File: config.mk
export PLATFORM = sky130hd
export DESIGN_NAME = ppcb_top
export DESIGN_NICKNAME = d
export VERILOG_FILES = /design/src/hdl/ppcb_pkg.sv /design/src/hdl/ppcb_sync.sv /design/src/hdl/ppcb_pad_ctl.sv /design/src/hdl/ppcb_top.sv
export SDC_FILE = /design/constraint.sdc
export NUM_CORES = 1
export LEC_CHECK = 0
export BUFFER_PORTS_ARGS = -buffer_cell sky130_fd_sc_hd__buf_4
export CORE_MARGIN = 4
export CORE_UTILIZATION = 40
export DETAILED_ROUTE_END_ITERATION = 10
export SYNTH_ARGS = -nofsm -noshare
export SYNTH_HDL_FRONTEND = slang
export SYNTH_HIERARCHICAL = 1
export SYNTH_SLANG_ARGS = --single-unit
File: constraint.sdc
create_clock -name i_core_clk -period 2.3 [get_ports i_core_clk]
set_input_delay 0.69 -clock i_core_clk [delete_from_list [all_inputs] [get_ports i_core_clk]]
set_output_delay 0.69 -clock i_core_clk [all_outputs]
set_load 0.01 [all_outputs]
File: src/hdl/ppcb_pkg.sv
// Purpose: constants and carriers for the port pin configuration bank
// Assumes: one core clock, special function register access from the core
// Notes: page-F registers decode only with the page select at PAGE_F
// Function
// an analog pin loses its weak pullup, output driver and input receiver.
// port 3 analog select lives at 0xF4 on page F, 0 analog, 1 digital.
// port 4 analog select lives at 0xF5 on page F, 0 analog, 1 digital.
// the output-type bit of a pin is ignored while that pin is analog.
// port 3 output type lives at 0xAF on page F, 0 open-drain, 1 push-pull.
// port 4 output type lives at 0x9A on page F, 0 open-drain, 1 push-pull.
// port 3 drive strength lives at 0xFC on page F, 0 low, 1 high.
// a write to port 4 data at 0xAC loads the output latches bit by bit.
// a read of port 4 data returns the level of each digital pin.
// data registers decode on every page, configuration only on page F.
// port 3 data at 0xB0 is on every page, bit writable, reads pin levels.
// a register updates on the write edge, pads follow the next cycle.
package ppcb_pkg;

   localparam logic [3:0] PAGE_F           = 4'hf;

   localparam logic [7:0] P4_OTYPE_OFS     = 8'h9a;
   localparam logic [7:0] P4_DATA_OFS      = 8'hac;
   localparam logic [7:0] P3_OTYPE_OFS     = 8'haf;
   localparam logic [7:0] P3_DATA_OFS      = 8'hb0;
   localparam logic [7:0] P3_ASEL_OFS      = 8'hf4;
   localparam logic [7:0] P4_ASEL_OFS      = 8'hf5;
   localparam logic [7:0] P3_DRIVE_OFS     = 8'hfc;

   localparam logic [7:0] P4_OTYPE_RST     = 8'h00;
   localparam logic [7:0] P4_DATA_RST      = 8'hff;
   localparam logic [7:0] P3_OTYPE_RST     = 8'h00;
   localparam logic [7:0] P3_DATA_RST      = 8'hff;
   localparam logic [7:0] P3_ASEL_RST      = 8'hff;
   localparam logic [7:0] P4_ASEL_RST      = 8'hff;
   localparam logic [7:0] P3_DRIVE_RST     = 8'h00;
   // port 4 has no drive strength register; its pads take fixed low drive from here
   localparam logic [7:0] P4_DRIVE_FIXED   = 8'h00;
   localparam logic [7:0] SYNC_RST         = 8'h00;
   localparam logic [7:0] RDATA_RST        = 8'h00;

   typedef struct packed {
      logic       wr;
      logic       rd;
      logic [3:0] page;
      logic [7:0] addr;
      logic [7:0] wdata;
      logic       bit_wr;
      logic [7:0] bit_addr;
      logic       bit_val;
   } ppcb_sfr_req_t;

   typedef struct packed {
      logic [7:0] out;
      logic [7:0] oe_n;
      logic [7:0] pullup_en;
      logic [7:0] high_drive;
      logic [7:0] analog;
   } ppcb_pad_t;

   localparam ppcb_pad_t PAD_RST = '{out: 8'hff, oe_n: 8'hff,
                                     pullup_en: 8'h00, high_drive: 8'h00,
                                     analog: 8'h00};

endpackage

File: src/hdl/ppcb_sync.sv
// Purpose: two-stage synchroniser for eight pad input levels
// Assumes: pads change without regard to the core clock
// Notes: only the second stage leaves this module
`timescale 1ns/1ps
module ppcb_sync
(
   input  wire logic       i_core_clk,
   input  wire logic       i_sys_rst,
   input  wire logic       i_clk_en,
   input  wire logic [7:0] i_async,
   output logic      [7:0] o_sync
);

   logic [7:0] stage1_ff;
   logic [7:0] stage2_ff;

   always_ff @(posedge i_core_clk)
   begin
      if (i_sys_rst)
      begin
         stage1_ff <= ppcb_pkg::SYNC_RST;
         stage2_ff <= ppcb_pkg::SYNC_RST;
      end
      else if (i_clk_en)
      begin
         stage1_ff <= i_async;
         stage2_ff <= stage1_ff;
      end
   end

   assign o_sync = stage2_ff;

endmodule

File: src/hdl/ppcb_pad_ctl.sv
// Purpose: per-pin pad controls of one eight-pin port
// Assumes: configuration comes from registers on the same clock
// Notes: outputs are registered, so they lag the registers by one cycle
`timescale 1ns/1ps
module ppcb_pad_ctl
(
   input  wire logic                i_core_clk,
   input  wire logic                i_sys_rst,
   input  wire logic                i_clk_en,
   input  wire logic [7:0]          i_latch,
   input  wire logic [7:0]          i_digital,
   input  wire logic [7:0]          i_push_pull,
   input  wire logic [7:0]          i_high_drive,
   output ppcb_pkg::ppcb_pad_t      o_pad
);

   ppcb_pkg::ppcb_pad_t pad_ff;
   ppcb_pkg::ppcb_pad_t nxt_pad;
   wire  [7:0]          drive_en;

   genvar n;
   generate
      for (n = 0; n < 8; n++)
      begin : g_pin
         // open-drain drives only a low; type bit gated by digital mode
         // type ignored if analog
         assign drive_en[n] = i_digital[n] & (i_push_pull[n] | ~i_latch[n]);
      end
   endgenerate

   // analog kills pad paths
   assign nxt_pad = '{out:        i_latch & i_digital,
                      oe_n:       ~drive_en,
                      pullup_en:  i_digital & i_latch,
                      high_drive: i_digital & i_high_drive,
                      analog:     ~i_digital};

   // pads follow next cycle
   always_ff @(posedge i_core_clk)
   begin
      if (i_sys_rst)
         pad_ff <= ppcb_pkg::PAD_RST;
      else if (i_clk_en)
         pad_ff <= nxt_pad;
   end

   assign o_pad = pad_ff;

endmodule

File: src/hdl/ppcb_top.sv
// Purpose: register file and pad control for ports 3 and 4
// Assumes: core issues one-cycle wr/rd strobes with address and page
// Notes: read data appears one cycle after rd, with o_sfr_rvalid
`timescale 1ns/1ps
module ppcb_top
(
   input  wire logic                   i_core_clk,
   input  wire logic                   i_sys_rst,
   input  wire logic                   i_clk_en,
   input  wire ppcb_pkg::ppcb_sfr_req_t i_sfr_req,
   output logic [7:0]                  o_sfr_rdata,
   output logic                        o_sfr_rvalid,
   input  wire logic [7:0]             i_port3_pin,
   input  wire logic [7:0]             i_port4_pin,
   output ppcb_pkg::ppcb_pad_t         o_port3_pad,
   output ppcb_pkg::ppcb_pad_t         o_port4_pad
);

   // decode used by write and read paths alike
   function automatic logic sfr_hit
   (
      input ppcb_pkg::ppcb_sfr_req_t r,
      input logic [7:0]              ofs,
      input logic                    paged
   );
      sfr_hit = (r.addr == ofs) && (!paged || r.page == ppcb_pkg::PAGE_F);
   endfunction

   logic [7:0] p3_asel_ff;
   logic [7:0] p4_asel_ff;
   logic [7:0] p3_otype_ff;
   logic [7:0] p4_otype_ff;
   logic [7:0] p3_drive_ff;
   logic [7:0] p3_latch_ff;
   logic [7:0] p4_latch_ff;
   logic [7:0] rdata_ff;
   logic       rvalid_ff;

   wire  [7:0] p3_pin_sync;
   wire  [7:0] p4_pin_sync;

   // data on all pages
   wire hit_p3_data  = sfr_hit(i_sfr_req, ppcb_pkg::P3_DATA_OFS, 1'b0);
   wire hit_p4_data  = sfr_hit(i_sfr_req, ppcb_pkg::P4_DATA_OFS, 1'b0);
   // config only on page F
   wire hit_p3_asel  = sfr_hit(i_sfr_req, ppcb_pkg::P3_ASEL_OFS, 1'b1);
   wire hit_p4_asel  = sfr_hit(i_sfr_req, ppcb_pkg::P4_ASEL_OFS, 1'b1);
   wire hit_p3_otype = sfr_hit(i_sfr_req, ppcb_pkg::P3_OTYPE_OFS, 1'b1);
   wire hit_p4_otype = sfr_hit(i_sfr_req, ppcb_pkg::P4_OTYPE_OFS, 1'b1);
   wire hit_p3_drive = sfr_hit(i_sfr_req, ppcb_pkg::P3_DRIVE_OFS, 1'b1);

   wire wr = i_sfr_req.wr;
   wire rd = i_sfr_req.rd;

   // port 3 analog select
   wire [7:0] nxt_p3_asel  = (wr && hit_p3_asel) ? i_sfr_req.wdata
                                                  : p3_asel_ff;
   // port 4 analog select
   wire [7:0] nxt_p4_asel  = (wr && hit_p4_asel) ? i_sfr_req.wdata
                                                  : p4_asel_ff;
   // port 3 output type
   wire [7:0] nxt_p3_otype = (wr && hit_p3_otype) ? i_sfr_req.wdata
                                                   : p3_otype_ff;
   // port 4 output type
   wire [7:0] nxt_p4_otype = (wr && hit_p4_otype) ? i_sfr_req.wdata
                                                   : p4_otype_ff;
   // port 3 drive strength
   wire [7:0] nxt_p3_drive = (wr && hit_p3_drive) ? i_sfr_req.wdata
                                                   : p3_drive_ff;
   // port 4 latch load
   wire [7:0] nxt_p4_latch = (wr && hit_p4_data) ? i_sfr_req.wdata
                                                  : p4_latch_ff;

   // bit write to port 3 latch
   wire       hit_p3_bit   = i_sfr_req.bit_wr &&
                 (i_sfr_req.bit_addr[7:3] == ppcb_pkg::P3_DATA_OFS[7:3]);
   wire [7:0] bit_mask     = 8'h01 << i_sfr_req.bit_addr[2:0];
   wire [7:0] p3_bit_upd   = (p3_latch_ff & ~bit_mask) |
                             (i_sfr_req.bit_val ? bit_mask : 8'h00);
   // byte write wins if both arrive together
   wire [7:0] nxt_p3_latch = (wr && hit_p3_data) ? i_sfr_req.wdata :
                             hit_p3_bit          ? p3_bit_upd
                                                 : p3_latch_ff;

   // receiver off in analog mode, so those bits read low
   // read pin levels
   wire [7:0] p4_pin_view  = p4_pin_sync & p4_asel_ff;
   // port 3 reads pins
   wire [7:0] p3_pin_view  = p3_pin_sync & p3_asel_ff;

   // unmapped or off-page reads return zero
   wire [7:0] rd_mux = hit_p3_data  ? p3_pin_view :
                       hit_p4_data  ? p4_pin_view :
                       hit_p3_asel  ? p3_asel_ff  :
                       hit_p4_asel  ? p4_asel_ff  :
                       hit_p3_otype ? p3_otype_ff :
                       hit_p4_otype ? p4_otype_ff :
                       hit_p3_drive ? p3_drive_ff : 8'h00;
   wire [7:0] nxt_rdata = rd ? rd_mux : rdata_ff;

   // update on write edge
   always_ff @(posedge i_core_clk)
   begin
      if (i_sys_rst)
      begin
         p3_asel_ff  <= ppcb_pkg::P3_ASEL_RST;
         p4_asel_ff  <= ppcb_pkg::P4_ASEL_RST;
         p3_otype_ff <= ppcb_pkg::P3_OTYPE_RST;
         p4_otype_ff <= ppcb_pkg::P4_OTYPE_RST;
         p3_drive_ff <= ppcb_pkg::P3_DRIVE_RST;
         p3_latch_ff <= ppcb_pkg::P3_DATA_RST;
         p4_latch_ff <= ppcb_pkg::P4_DATA_RST;
      end
      else if (i_clk_en)
      begin
         p3_asel_ff  <= nxt_p3_asel;
         p4_asel_ff  <= nxt_p4_asel;
         p3_otype_ff <= nxt_p3_otype;
         p4_otype_ff <= nxt_p4_otype;
         p3_drive_ff <= nxt_p3_drive;
         p3_latch_ff <= nxt_p3_latch;
         p4_latch_ff <= nxt_p4_latch;
      end
   end

   always_ff @(posedge i_core_clk)
   begin
      if (i_sys_rst)
      begin
         rdata_ff  <= ppcb_pkg::RDATA_RST;
         rvalid_ff <= 1'b0;
      end
      else if (i_clk_en)
      begin
         rdata_ff  <= nxt_rdata;
         rvalid_ff <= rd;
      end
   end

   assign o_sfr_rdata  = rdata_ff;
   assign o_sfr_rvalid = rvalid_ff;

   // pads are asynchronous to the core clock
   ppcb_sync u_p3_sync
   (
      .i_core_clk (i_core_clk),
      .i_sys_rst  (i_sys_rst),
      .i_clk_en   (i_clk_en),
      .i_async    (i_port3_pin),
      .o_sync     (p3_pin_sync)
   );

   ppcb_sync u_p4_sync
   (
      .i_core_clk (i_core_clk),
      .i_sys_rst  (i_sys_rst),
      .i_clk_en   (i_clk_en),
      .i_async    (i_port4_pin),
      .o_sync     (p4_pin_sync)
   );

   ppcb_pad_ctl u_p3_pad
   (
      .i_core_clk   (i_core_clk),
      .i_sys_rst    (i_sys_rst),
      .i_clk_en     (i_clk_en),
      .i_latch      (p3_latch_ff),
      .i_digital    (p3_asel_ff),
      .i_push_pull  (p3_otype_ff),
      .i_high_drive (p3_drive_ff),
      .o_pad        (o_port3_pad)
   );

   ppcb_pad_ctl u_p4_pad
   (
      .i_core_clk   (i_core_clk),
      .i_sys_rst    (i_sys_rst),
      .i_clk_en     (i_clk_en),
      .i_latch      (p4_latch_ff),
      .i_digital    (p4_asel_ff),
      .i_push_pull  (p4_otype_ff),
      .i_high_drive (ppcb_pkg::P4_DRIVE_FIXED),
      .o_pad        (o_port4_pad)
   );
endmodule

Word-level counts from Yosys, hierarchy flattened
Index checks and enable logic that the tools add are counted.
{"block": "totals", "regBits": 169, "inputBits": 51, "elab_cells": 124}
{"block": "classes", "n_eq_ne": 9, "shift": 1, "muxes": 10, "bitwise_logic": 60, "reduce_logical": 22}
{"cell": "$mux W8", "count": 10}
{"cell": "$eq A8 B8 Y1 const B", "count": 7}
{"cell": "$and A8 B8 Y8", "count": 6}
{"cell": "$not A8 Y8", "count": 5}
{"cell": "$and A1 B1 Y1", "count": 16}
{"cell": "$not A1 Y1", "count": 16}
{"cell": "$or A1 B1 Y1", "count": 16}
{"cell": "$reduce_and A2 Y1", "count": 8}
{"cell": "$logic_and A1 B1 Y1", "count": 13}
{"cell": "$or A8 B8 Y8", "count": 1}
{"cell": "$shl A1 B3 Y8 const A", "count": 1}
{"cell": "$eq A5 B5 Y1 const B", "count": 1}
{"cell": "$eq A4 B4 Y1 const B", "count": 1}
{"cell": "$reduce_bool A2 Y1", "count": 1}

Depth between registers and ports, before layout
Gate-level depths: netlist (run 1).
{"block": "depth", "ltp_word": 9, "ltp_mapped": 8}

Modules after synthesis
The synthesis (run 1) kept the hierarchy.
{"module": "ppcb_top", "instances": 1, "cells_each": 392, "area_each_um2": 3308.2}
{"module": "ppcb_pad_ctl", "instances": 2, "cells_each": 163, "area_each_um2": 1441.4}
{"module": "ppcb_sync", "instances": 2, "cells_each": 52, "area_each_um2": 580.6}

Worst setup path before layout (run 1)
OpenSTA, ideal clock, no wires.
{"block": "synth_timing", "path_kind": "input to register", "startpoint": "in i_sfr_req[19] in the netlist's numbering", "endpoint": "reg rdata_ff[0] (netlist: o_sfr_rdata[0])", "arrival_time_ps": 2192, "t_required_ps": 2220, "path_slack_ps": 29, "stages": 7, "path_cell_list": "buf_6 > or2_1 > buf_6 > nor4_4 > nand2_1 > a221o_1 > a211oi_2"}
{"block": "synth_via", "elab_chain_len": 9, "word_cells_on_any_way": 19, "cone_classes": "7 x eq/ne; 7 x mux; 5 x reduce/logical"}
{"element": "start, declared", "line": "ppcb_top.sv:10", "source": "input wire ppcb_pkg::ppcb_sfr_req_t i_sfr_req,"}
{"element": "$eq A8 B8 Y1", "line": "ppcb_top.sv:26", "source": "sfr_hit = (r.addr == ofs) && (!paged || r.page == ppcb_pkg::PAGE_F);"}
{"element": "$logic_and A1 B1 Y1", "line": "ppcb_top.sv:26"}
{"element": "$mux W8", "line": "ppcb_top.sv:98", "source": "hit_p3_drive ? p3_drive_ff : 8'h00;"}
{"element": "$mux W8", "line": "ppcb_top.sv:97", "source": "hit_p4_otype ? p4_otype_ff :"}
{"element": "$mux W8", "line": "ppcb_top.sv:96", "source": "hit_p3_otype ? p3_otype_ff :"}
{"element": "$mux W8", "line": "ppcb_top.sv:95", "source": "hit_p4_asel ? p4_asel_ff :"}
{"element": "$mux W8", "line": "ppcb_top.sv:94", "source": "hit_p3_asel ? p3_asel_ff :"}
{"element": "$mux W8", "line": "ppcb_top.sv:93", "source": "hit_p4_data ? p4_pin_view :"}
{"element": "$mux W8 *", "line": "ppcb_top.sv:92", "source": "wire [7:0] rd_mux = hit_p3_data ? p3_pin_view :"}
{"element": "end signal, assigned", "line": "ppcb_top.sv:130", "source": "rdata_ff <= ppcb_pkg::RDATA_RST;"}
{"element": "end signal, assigned", "line": "ppcb_top.sv:135", "source": "rdata_ff <= nxt_rdata;"}
{"element": "end, declared", "line": "ppcb_top.sv:36", "source": "logic [7:0] rdata_ff;"}
Every way passes the cells marked *; elsewhere a longest branch is shown, timed or not.
A chain may end at the register's enable or synchronous reset.

Worst setup path after layout (run 1)
{"block": "layout_timing", "startpoint": "in i_sfr_req[18] in the netlist's numbering", "endpoint": "reg rdata_ff[6] (netlist: o_sfr_rdata[6])"}
Same word-level chain as after synthesis.

==> results.toml, run 1 <==
[logic_synthesis]
syn_inst = 822
netlist.top_cell.by_area = "sky130_fd_sc_hd__dfxtp_1"
number_of_synthesized_flops_with_an_enable_pin = 0
post_synthesis_cell_area_mm2 = 0.007352
yosys-top-cells-area = "sky130_fd_sc_hd__dfxtp_1 48%, sky130_fd_sc_hd__mux2i_1 9.8%, sky130_fd_sc_hd__nand2_1 6.4%, sky130_fd_sc_hd__a21oi_1 4.4%, sky130_fd_sc_hd__nor2_1 4.3%"
synth_compound_gate_area_share_pct = 13.46
yosysSeqAreaShare_pct = 48.20
synth.ff_latch_count = 177
synthFlopType = "sky130_fd_sc_hd__dfxtp_1"
yosysMostFrequentCell = "sky130_fd_sc_hd__dfxtp_1"
asyncSetResetFlopFracSynth_pct = 0
synthXorXnorAreaFrac_pct = 0
synthMuxAreaShare_pct = 10.57
netlist.area_leader.share_pct = 48.20
dominant_combinational_cell_family_by_area_after_synthesis = "simple AND/OR/NAND/NOR gates"
synth_commonest_cells = "177 x sky130_fd_sc_hd__dfxtp_1, 125 x sky130_fd_sc_hd__nand2_1, 85 x sky130_fd_sc_hd__nor2_1, 72 x sky130_fd_sc_hd__mux2i_1, 65 x sky130_fd_sc_hd__a21oi_1"
simple_gate_share_of_the_synthesized_area_pct = 22.23
yosys.area_share.adder_pct = 0
ys_types = 50
synth_area_per_cell_um2 = 8.944
yosys_warnings = 6

[cts]
postCtsSetupBuffers = 0
clock-sinks = 177
cts-root-buf = "sky130_fd_sc_hd__clkbuf_16"
post_cts_resized = 0
cts_buffers = 17
worstSkewPairLatency_ps = 420
tritoncts_clock_tree = "yes"
cts_max_level = 4
maximum_clock_path_buffer_count = 2
cts.clk_slew.worst_paths_ps = 70
postCtsHoldBufs = 0

[timing]
hold_viol_final = 0
grt_setup_unrepaired = "false"
report.final.slew_viol_count = 0
holdWs_ps = 460.9
max_freq_ghz = 0.5477
period_needed_ps = 1826
setup_violations = 0
setup_tns_ps = 0
fin_crit_sh_pct = 79.39
fin_skew_ps = 7.209

[place]
dp_cells = 1184
io_buffer_count = 139
hpwlAfterDp_mm = 15.31
routabilityCongestion = 0.9243

[routing]
dr.pass1.iters = 5
wl_mm = 20.70
drcViolationCount = 0
drt_iter0_drc = 437
wl_per_cell_um = 17.05
route.antenna.remaining_nets = 0
via_count = 6302
routed_via_density = 5.191

[critical_path]
critical_path_arrival_ps = 2160
timing.reg2reg.worst_path_depth = 5
worst_reg2reg_startpoint = "p3_asel_ff[1]"
regToRegSetupSlack_ps = 860
crit_path_start_kind = "input pin"
setup.worst_path.class = "in2reg"
crit_fanout = 7
terminus_of_the_critical_flop_to_flop_path = "o_sfr_rdata[1]"
worstPathRequired_ps = 2630
worst_setup_path_end_kind = "flip-flop"

[global_route]
antenna_violations_before_repair = 0
groute.usage.overall_pct = 19.94
grt_pass1_wl_mm = 32.07
grt_pass1_vias = 5914
grt_overflow = 0
grt_max_degree = 62

[floorplan]
ios = 140
initial_core_util_pct = 40.79
core-area_mm2 = 0.01802
core.rowCount = 49
die-height_um = 143.6
fp.dieArea_mm2 = 0.02061
floorplan.die.width_um = 143.6

[power_and_ir_drop]
power_frac_comb_pct = 8.8
power.density_cell_area_mw_per_mm2 = 710.3
power.share.sequential_pct = 48.7
power.switching_fraction_pct = 24.08
power.net_switching_mw = 1.584
power.leakage_nw = 3.755
clock_power_share_pct = 42.4
vdd.ir_drop.worst_v = 0.0006843
fin_total_pwr_mw = 6.580
internal-power_mw = 4.995

[job]
max_cap_viols = 0

[worst_hold_path]
hold-path-cell-count = 2
hold_end = "u_p4_pad/o_pad[13]"
worstHoldStart = "u_p4_pad/o_pad[13]"
min-delay-path-class = "reg2reg"

[outcome]
outcome = "finished, final reports clean"

[cells_and_area]
final.fill_count = 1794
antenna-diode-count = 0
share_of_cells_above_drive_strength_1_pct = 22.44
area_delta_synth_final_pct = 26.00
net_count_reported_at_finish = 1025
post_layout_nonfiller_instances = 1214
## per-stage QoR
step                cell area [um2]  worst slack, ps  utilization [%]
finish                         9264            474.1            51.40
floorplan                      7378            28.78                -
detailed placement             8695            51.29            48.24
global placement               8695            52.07            48.24
global route                   9264            323.4            51.40
CTS                            9264            490.9            51.40
## worst max-delay path: stages
cell and delay, ps:
sky130_fd_sc_hd__buf_4 140, sky130_fd_sc_hd__or2_1 250, sky130_fd_sc_hd__nor4_4 350, sky130_fd_sc_hd__buf_4 210, sky130_fd_sc_hd__nand2_1 50, sky130_fd_sc_hd__a22o_1 240
sky130_fd_sc_hd__a211oi_1 230
## worst max-delay path by stage
stage                              from        endpoint  slack [ps]  depth (start not counted)
after CTS                 i_sfr_req[18]  o_sfr_rdata[6]         490                          7
after global routing      i_sfr_req[18]  o_sfr_rdata[5]         320                          7
final                     i_sfr_req[18]  o_sfr_rdata[6]         470                          7
after detailed placement  i_sfr_req[18]  o_sfr_rdata[6]          50                          7
after floorplan           i_sfr_req[19]  o_sfr_rdata[0]          30                          7
after global placement    i_sfr_req[18]  o_sfr_rdata[3]          50                          7
## layer usage
metal	vias to the layer above	GRT usage (%)	part of all wire, %
met5	-	0	0
met4	0	5.649	1.5
met3	23	4.060	6.1
li1	3158	-	-
met1	2923	28.02	47
met2	198	31.23	46
## layout make-up
type	instances	area (um2)	share of cell area, %
Sequential cell	177	3543	38.25
Multi-Input combinational cell	598	3437	37.10
Timing Repair Buffer	177	1416	15.29
Clock buffer	20	466.7	5.038
Tap cell	229	286.5	3.093
Clock inverter	10	102.6	1.108
Inverter	3	11.26	0.1216
## layout by cell type (no fill, tap or decap), types with 3 or more instances in the layout
cell / netlist / layout
sky130_fd_sc_hd__a211o_1: 5 / 5
sky130_fd_sc_hd__a211oi_1: 5 / 5
sky130_fd_sc_hd__a21o_1: 8 / 8
sky130_fd_sc_hd__a21oi_1: 65 / 65
sky130_fd_sc_hd__a22o_1: 5 / 5
sky130_fd_sc_hd__a31oi_1: 8 / 8
sky130_fd_sc_hd__a41oi_1: 5 / 5
sky130_fd_sc_hd__and2_1: 3 / 3
sky130_fd_sc_hd__and3_1: 3 / 3
sky130_fd_sc_hd__buf_12: 6 / 7
sky130_fd_sc_hd__buf_4: 3 / 170
sky130_fd_sc_hd__clkbuf_16: 0 / 17
sky130_fd_sc_hd__clkbuf_8: 0 / 3
sky130_fd_sc_hd__clkinv_4: 0 / 3
sky130_fd_sc_hd__conb_1: 1 / 8
sky130_fd_sc_hd__dfxtp_1: 177 / 177
sky130_fd_sc_hd__inv_6: 0 / 3
sky130_fd_sc_hd__mux2_2: 5 / 5
sky130_fd_sc_hd__mux2i_1: 72 / 72
sky130_fd_sc_hd__nand2_1: 125 / 125
sky130_fd_sc_hd__nand2b_1: 21 / 21
sky130_fd_sc_hd__nand3_1: 49 / 49
sky130_fd_sc_hd__nand4_1: 5 / 5
sky130_fd_sc_hd__nor2_1: 85 / 85
sky130_fd_sc_hd__nor2b_1: 24 / 24
sky130_fd_sc_hd__nor3_1: 16 / 16
sky130_fd_sc_hd__o21ai_0: 42 / 42
sky130_fd_sc_hd__o22ai_1: 16 / 16
## sequential cells by signal, summed over array words and instances, names as in the netlist, named ones only
name	count
u_p3_sync/stage1_ff	8
p3_asel_ff	8
p3_drive_ff	8
p3_otype_ff	8
u_p4_sync/stage1_ff	8
p4_asel_ff	8
u_p4_sync/o_sync	8
p4_otype_ff	8
p4_latch_ff	8
o_sfr_rdata	8
o_sfr_rvalid	1
u_p4_pad/o_pad	40
u_p3_sync/o_sync	8
u_p3_pad/o_pad	40
## cells by family (layout without fill, tap and decap cells)
logic type,after synthesis,in the layout
mux,77,77
buf+inv,54,210
compound gates,167,167
simple gates,346,346
other cells,1,8
flops,177,177
## power by group through the flow
stage               Combinational (mW)  Clock [mW]  Sequential [mW]
floorplan                        0.303           0             3.29
global placement                 0.578           0             3.28
detailed placement               0.581           0             3.28
CTS                              0.584        2.85             3.21
global route                     0.640        3.00             3.22
finish                           0.581        2.79             3.21
Power figures use the tool's default switching activity.
==> run 2, diff against run 1 <==
==> constraint.sdc (replaced) <==
create_clock -name i_core_clk -period 1.7 [get_ports i_core_clk]
set_input_delay 0.51 -clock i_core_clk [delete_from_list [all_inputs] [get_ports i_core_clk]]
set_output_delay 0.51 -clock i_core_clk [all_outputs]
set_load 0.01 [all_outputs]
==> run 2 against run 1 <==
First-iteration DRC count up 8.0%. Combinational power up 45%. Total power up 37%. Count of clock-buffer cells in the layout down 1. Register-to-register slack worse by 440 ps. Design area up 3.7%. Setup slack worse by 350 ps. Wire length up 2.6%. Clock power up 38%. Largest cell class unchanged.
==> results.toml, run 2 (same netlist as run 1, synthesis figures left out) <==
[outcome]
outcome = "finished, final reports clean"

[cts]
cts-root-buf = "sky130_fd_sc_hd__clkbuf_16"
post_cts_resized = 0
cts_buffers = 17
clock-sinks = 177
postCtsHoldBufs = 0
worstSkewPairLatency_ps = 430
tritoncts_clock_tree = "yes"
cts.clk_slew.worst_paths_ps = 70
cts_max_level = 4
postCtsSetupBuffers = 0
maximum_clock_path_buffer_count = 2

[timing]
max_freq_ghz = 0.6354
hold_viol_final = 0
fin_skew_ps = 14.36
period_needed_ps = 1574
fin_crit_sh_pct = 92.57
grt_setup_unrepaired = "false"
setup_violations = 0
report.final.slew_viol_count = 0

[critical_path]
critical_path.max_stage_delay_ps = 300
worstPathRequired_ps = 2040
worst_setup_path_end_kind = "flip-flop"
crit_fanout = 7
worst_reg2reg_startpoint = "p4_otype_ff[0]"
critical_path.startpoint = "i_sfr_req[19]"
crit_path_start_kind = "input pin"
critical_path_arrival_ps = 1910
path_common_cell = "sky130_fd_sc_hd__buf_4"
setup.worst_path.class = "in2reg"
worstPathCellList = "buf_4 -> or2_1 -> nor4_4 -> buf_4 -> nand2_1 -> a22o_1 -> a211oi_1"
crit_path_top_delay_cell = "sky130_fd_sc_hd__nor4_4"

[place]
hpwlAfterDp_mm = 16.17
dp_cells = 1221
io_buffer_count = 139
routabilityCongestion = 0.9237

[routing]
wl_per_cell_um = 16.96
dr.pass1.iters = 5
routed_via_density = 5.168
wl_mm = 21.25
via_count = 6475
drcViolationCount = 0
route.antenna.remaining_nets = 0
drt_iter0_drc = 472

[power_and_ir_drop]
internal-power_mw = 6.788
clock_power_share_pct = 42.6
power.switching_fraction_pct = 24.76
power.net_switching_mw = 2.234
power.leakage_nw = 3.954
vdd.ir_drop.worst_v = 0.0006944
power.density_cell_area_mw_per_mm2 = 939.0
fin_total_pwr_mw = 9.022
power.share.sequential_pct = 48.1
power_frac_comb_pct = 9.3

[floorplan]
ios = 140
core.rowCount = 49
initial_core_util_pct = 40.79
floorplan.die.width_um = 143.6
core-area_mm2 = 0.01802
fp.dieArea_mm2 = 0.02061
die-height_um = 143.6

[global_route]
antenna_violations_before_repair = 0
grt_max_degree = 46
groute.usage.overall_pct = 20.67
grt_pass1_wl_mm = 33.31
grt_overflow = 0
grt_pass1_vias = 6154

[cells_and_area]
antenna-diode-count = 0
post_layout_nonfiller_instances = 1253
layout.cells.most_common = "sky130_fd_sc_hd__buf_4"
share_of_cells_above_drive_strength_1_pct = 25.59
net_count_reported_at_finish = 1062
area_delta_synth_final_pct = 30.68
commonest_cells_after_routing_fill_and_taps_aside = "204 x sky130_fd_sc_hd__buf_4, 177 x sky130_fd_sc_hd__dfxtp_1, 125 x sky130_fd_sc_hd__nand2_1"

[worst_hold_path]
worstHoldStart = "i_port3_pin[2]"
min-delay-path-class = "in2reg"

[job]
max_cap_viols = 0
==> run 2: per-stage QoR <==
stage                     util, %  instance area [um2]  setup WS (ps)  hold slack [ps]  TNS [ps]
after floorplan                 -                 7441         -384.9            445.4    -11070
after global placement      50.05                 9021         -276.0            451.2    -14120
after detailed placement    50.05                 9021         -316.1            455.8    -14720
after CTS                   53.28                 9603          132.8            303.8         0
after global routing        53.30                 9608          21.52            306.7         0
final                       53.30                 9608          126.3            311.8         0
==> run 2: power by group through the flow <==
stage	Combinational, mW	Clock [mW]	Sequential [mW]
finish	0.843	3.84	4.34
global route	0.927	4.06	4.35
CTS	0.844	3.91	4.34
floorplan	0.418	0	4.46
global placement	0.835	0	4.43
detailed placement	0.841	0	4.43
==> run 2: final cells by class <==
| class | instances | area, um2 |
|---|---|---|
| clock buffer | 19 | 452.9 |
| clock inverter | 13 | 128.9 |
| tap | 229 | 286.5 |
| fill | 1727 | 8417 |
| sequential | 177 | 3543 |
| timing repair buffer | 214 | 1732 |
| inverter | 3 | 11.26 |
| multi-input combinational | 598 | 3453 |
==> run 2: worst paths after layout <==
kind,end,slack [ps],depth (start not counted)
worst max register to register,o_sfr_rdata[0],420,4
worst min-delay path,u_p3_sync/stage1_ff[2],310,3
worst max-delay path,o_sfr_rdata[2],130,7
worst min register to register,u_p4_pad/o_pad[10],460,2
==> run 2: worst max-delay path, delay by kind of cell <==
family          cells  cell delay, ps
compound gates      2             420
buf+inv             2             340
simple gates        3             650
==> run 2: per-layer routing <==
metal / vias to the layer above / share of wire (%) / GRT usage [%]
li1: 3237 / - / -
met3: 29 / 5.9 / 4.559
met5: - / 0 / 0
met4: 0 / 2.3 / 6.492
met2: 184 / 45 / 32.49
met1: 3025 / 47 / 28.48
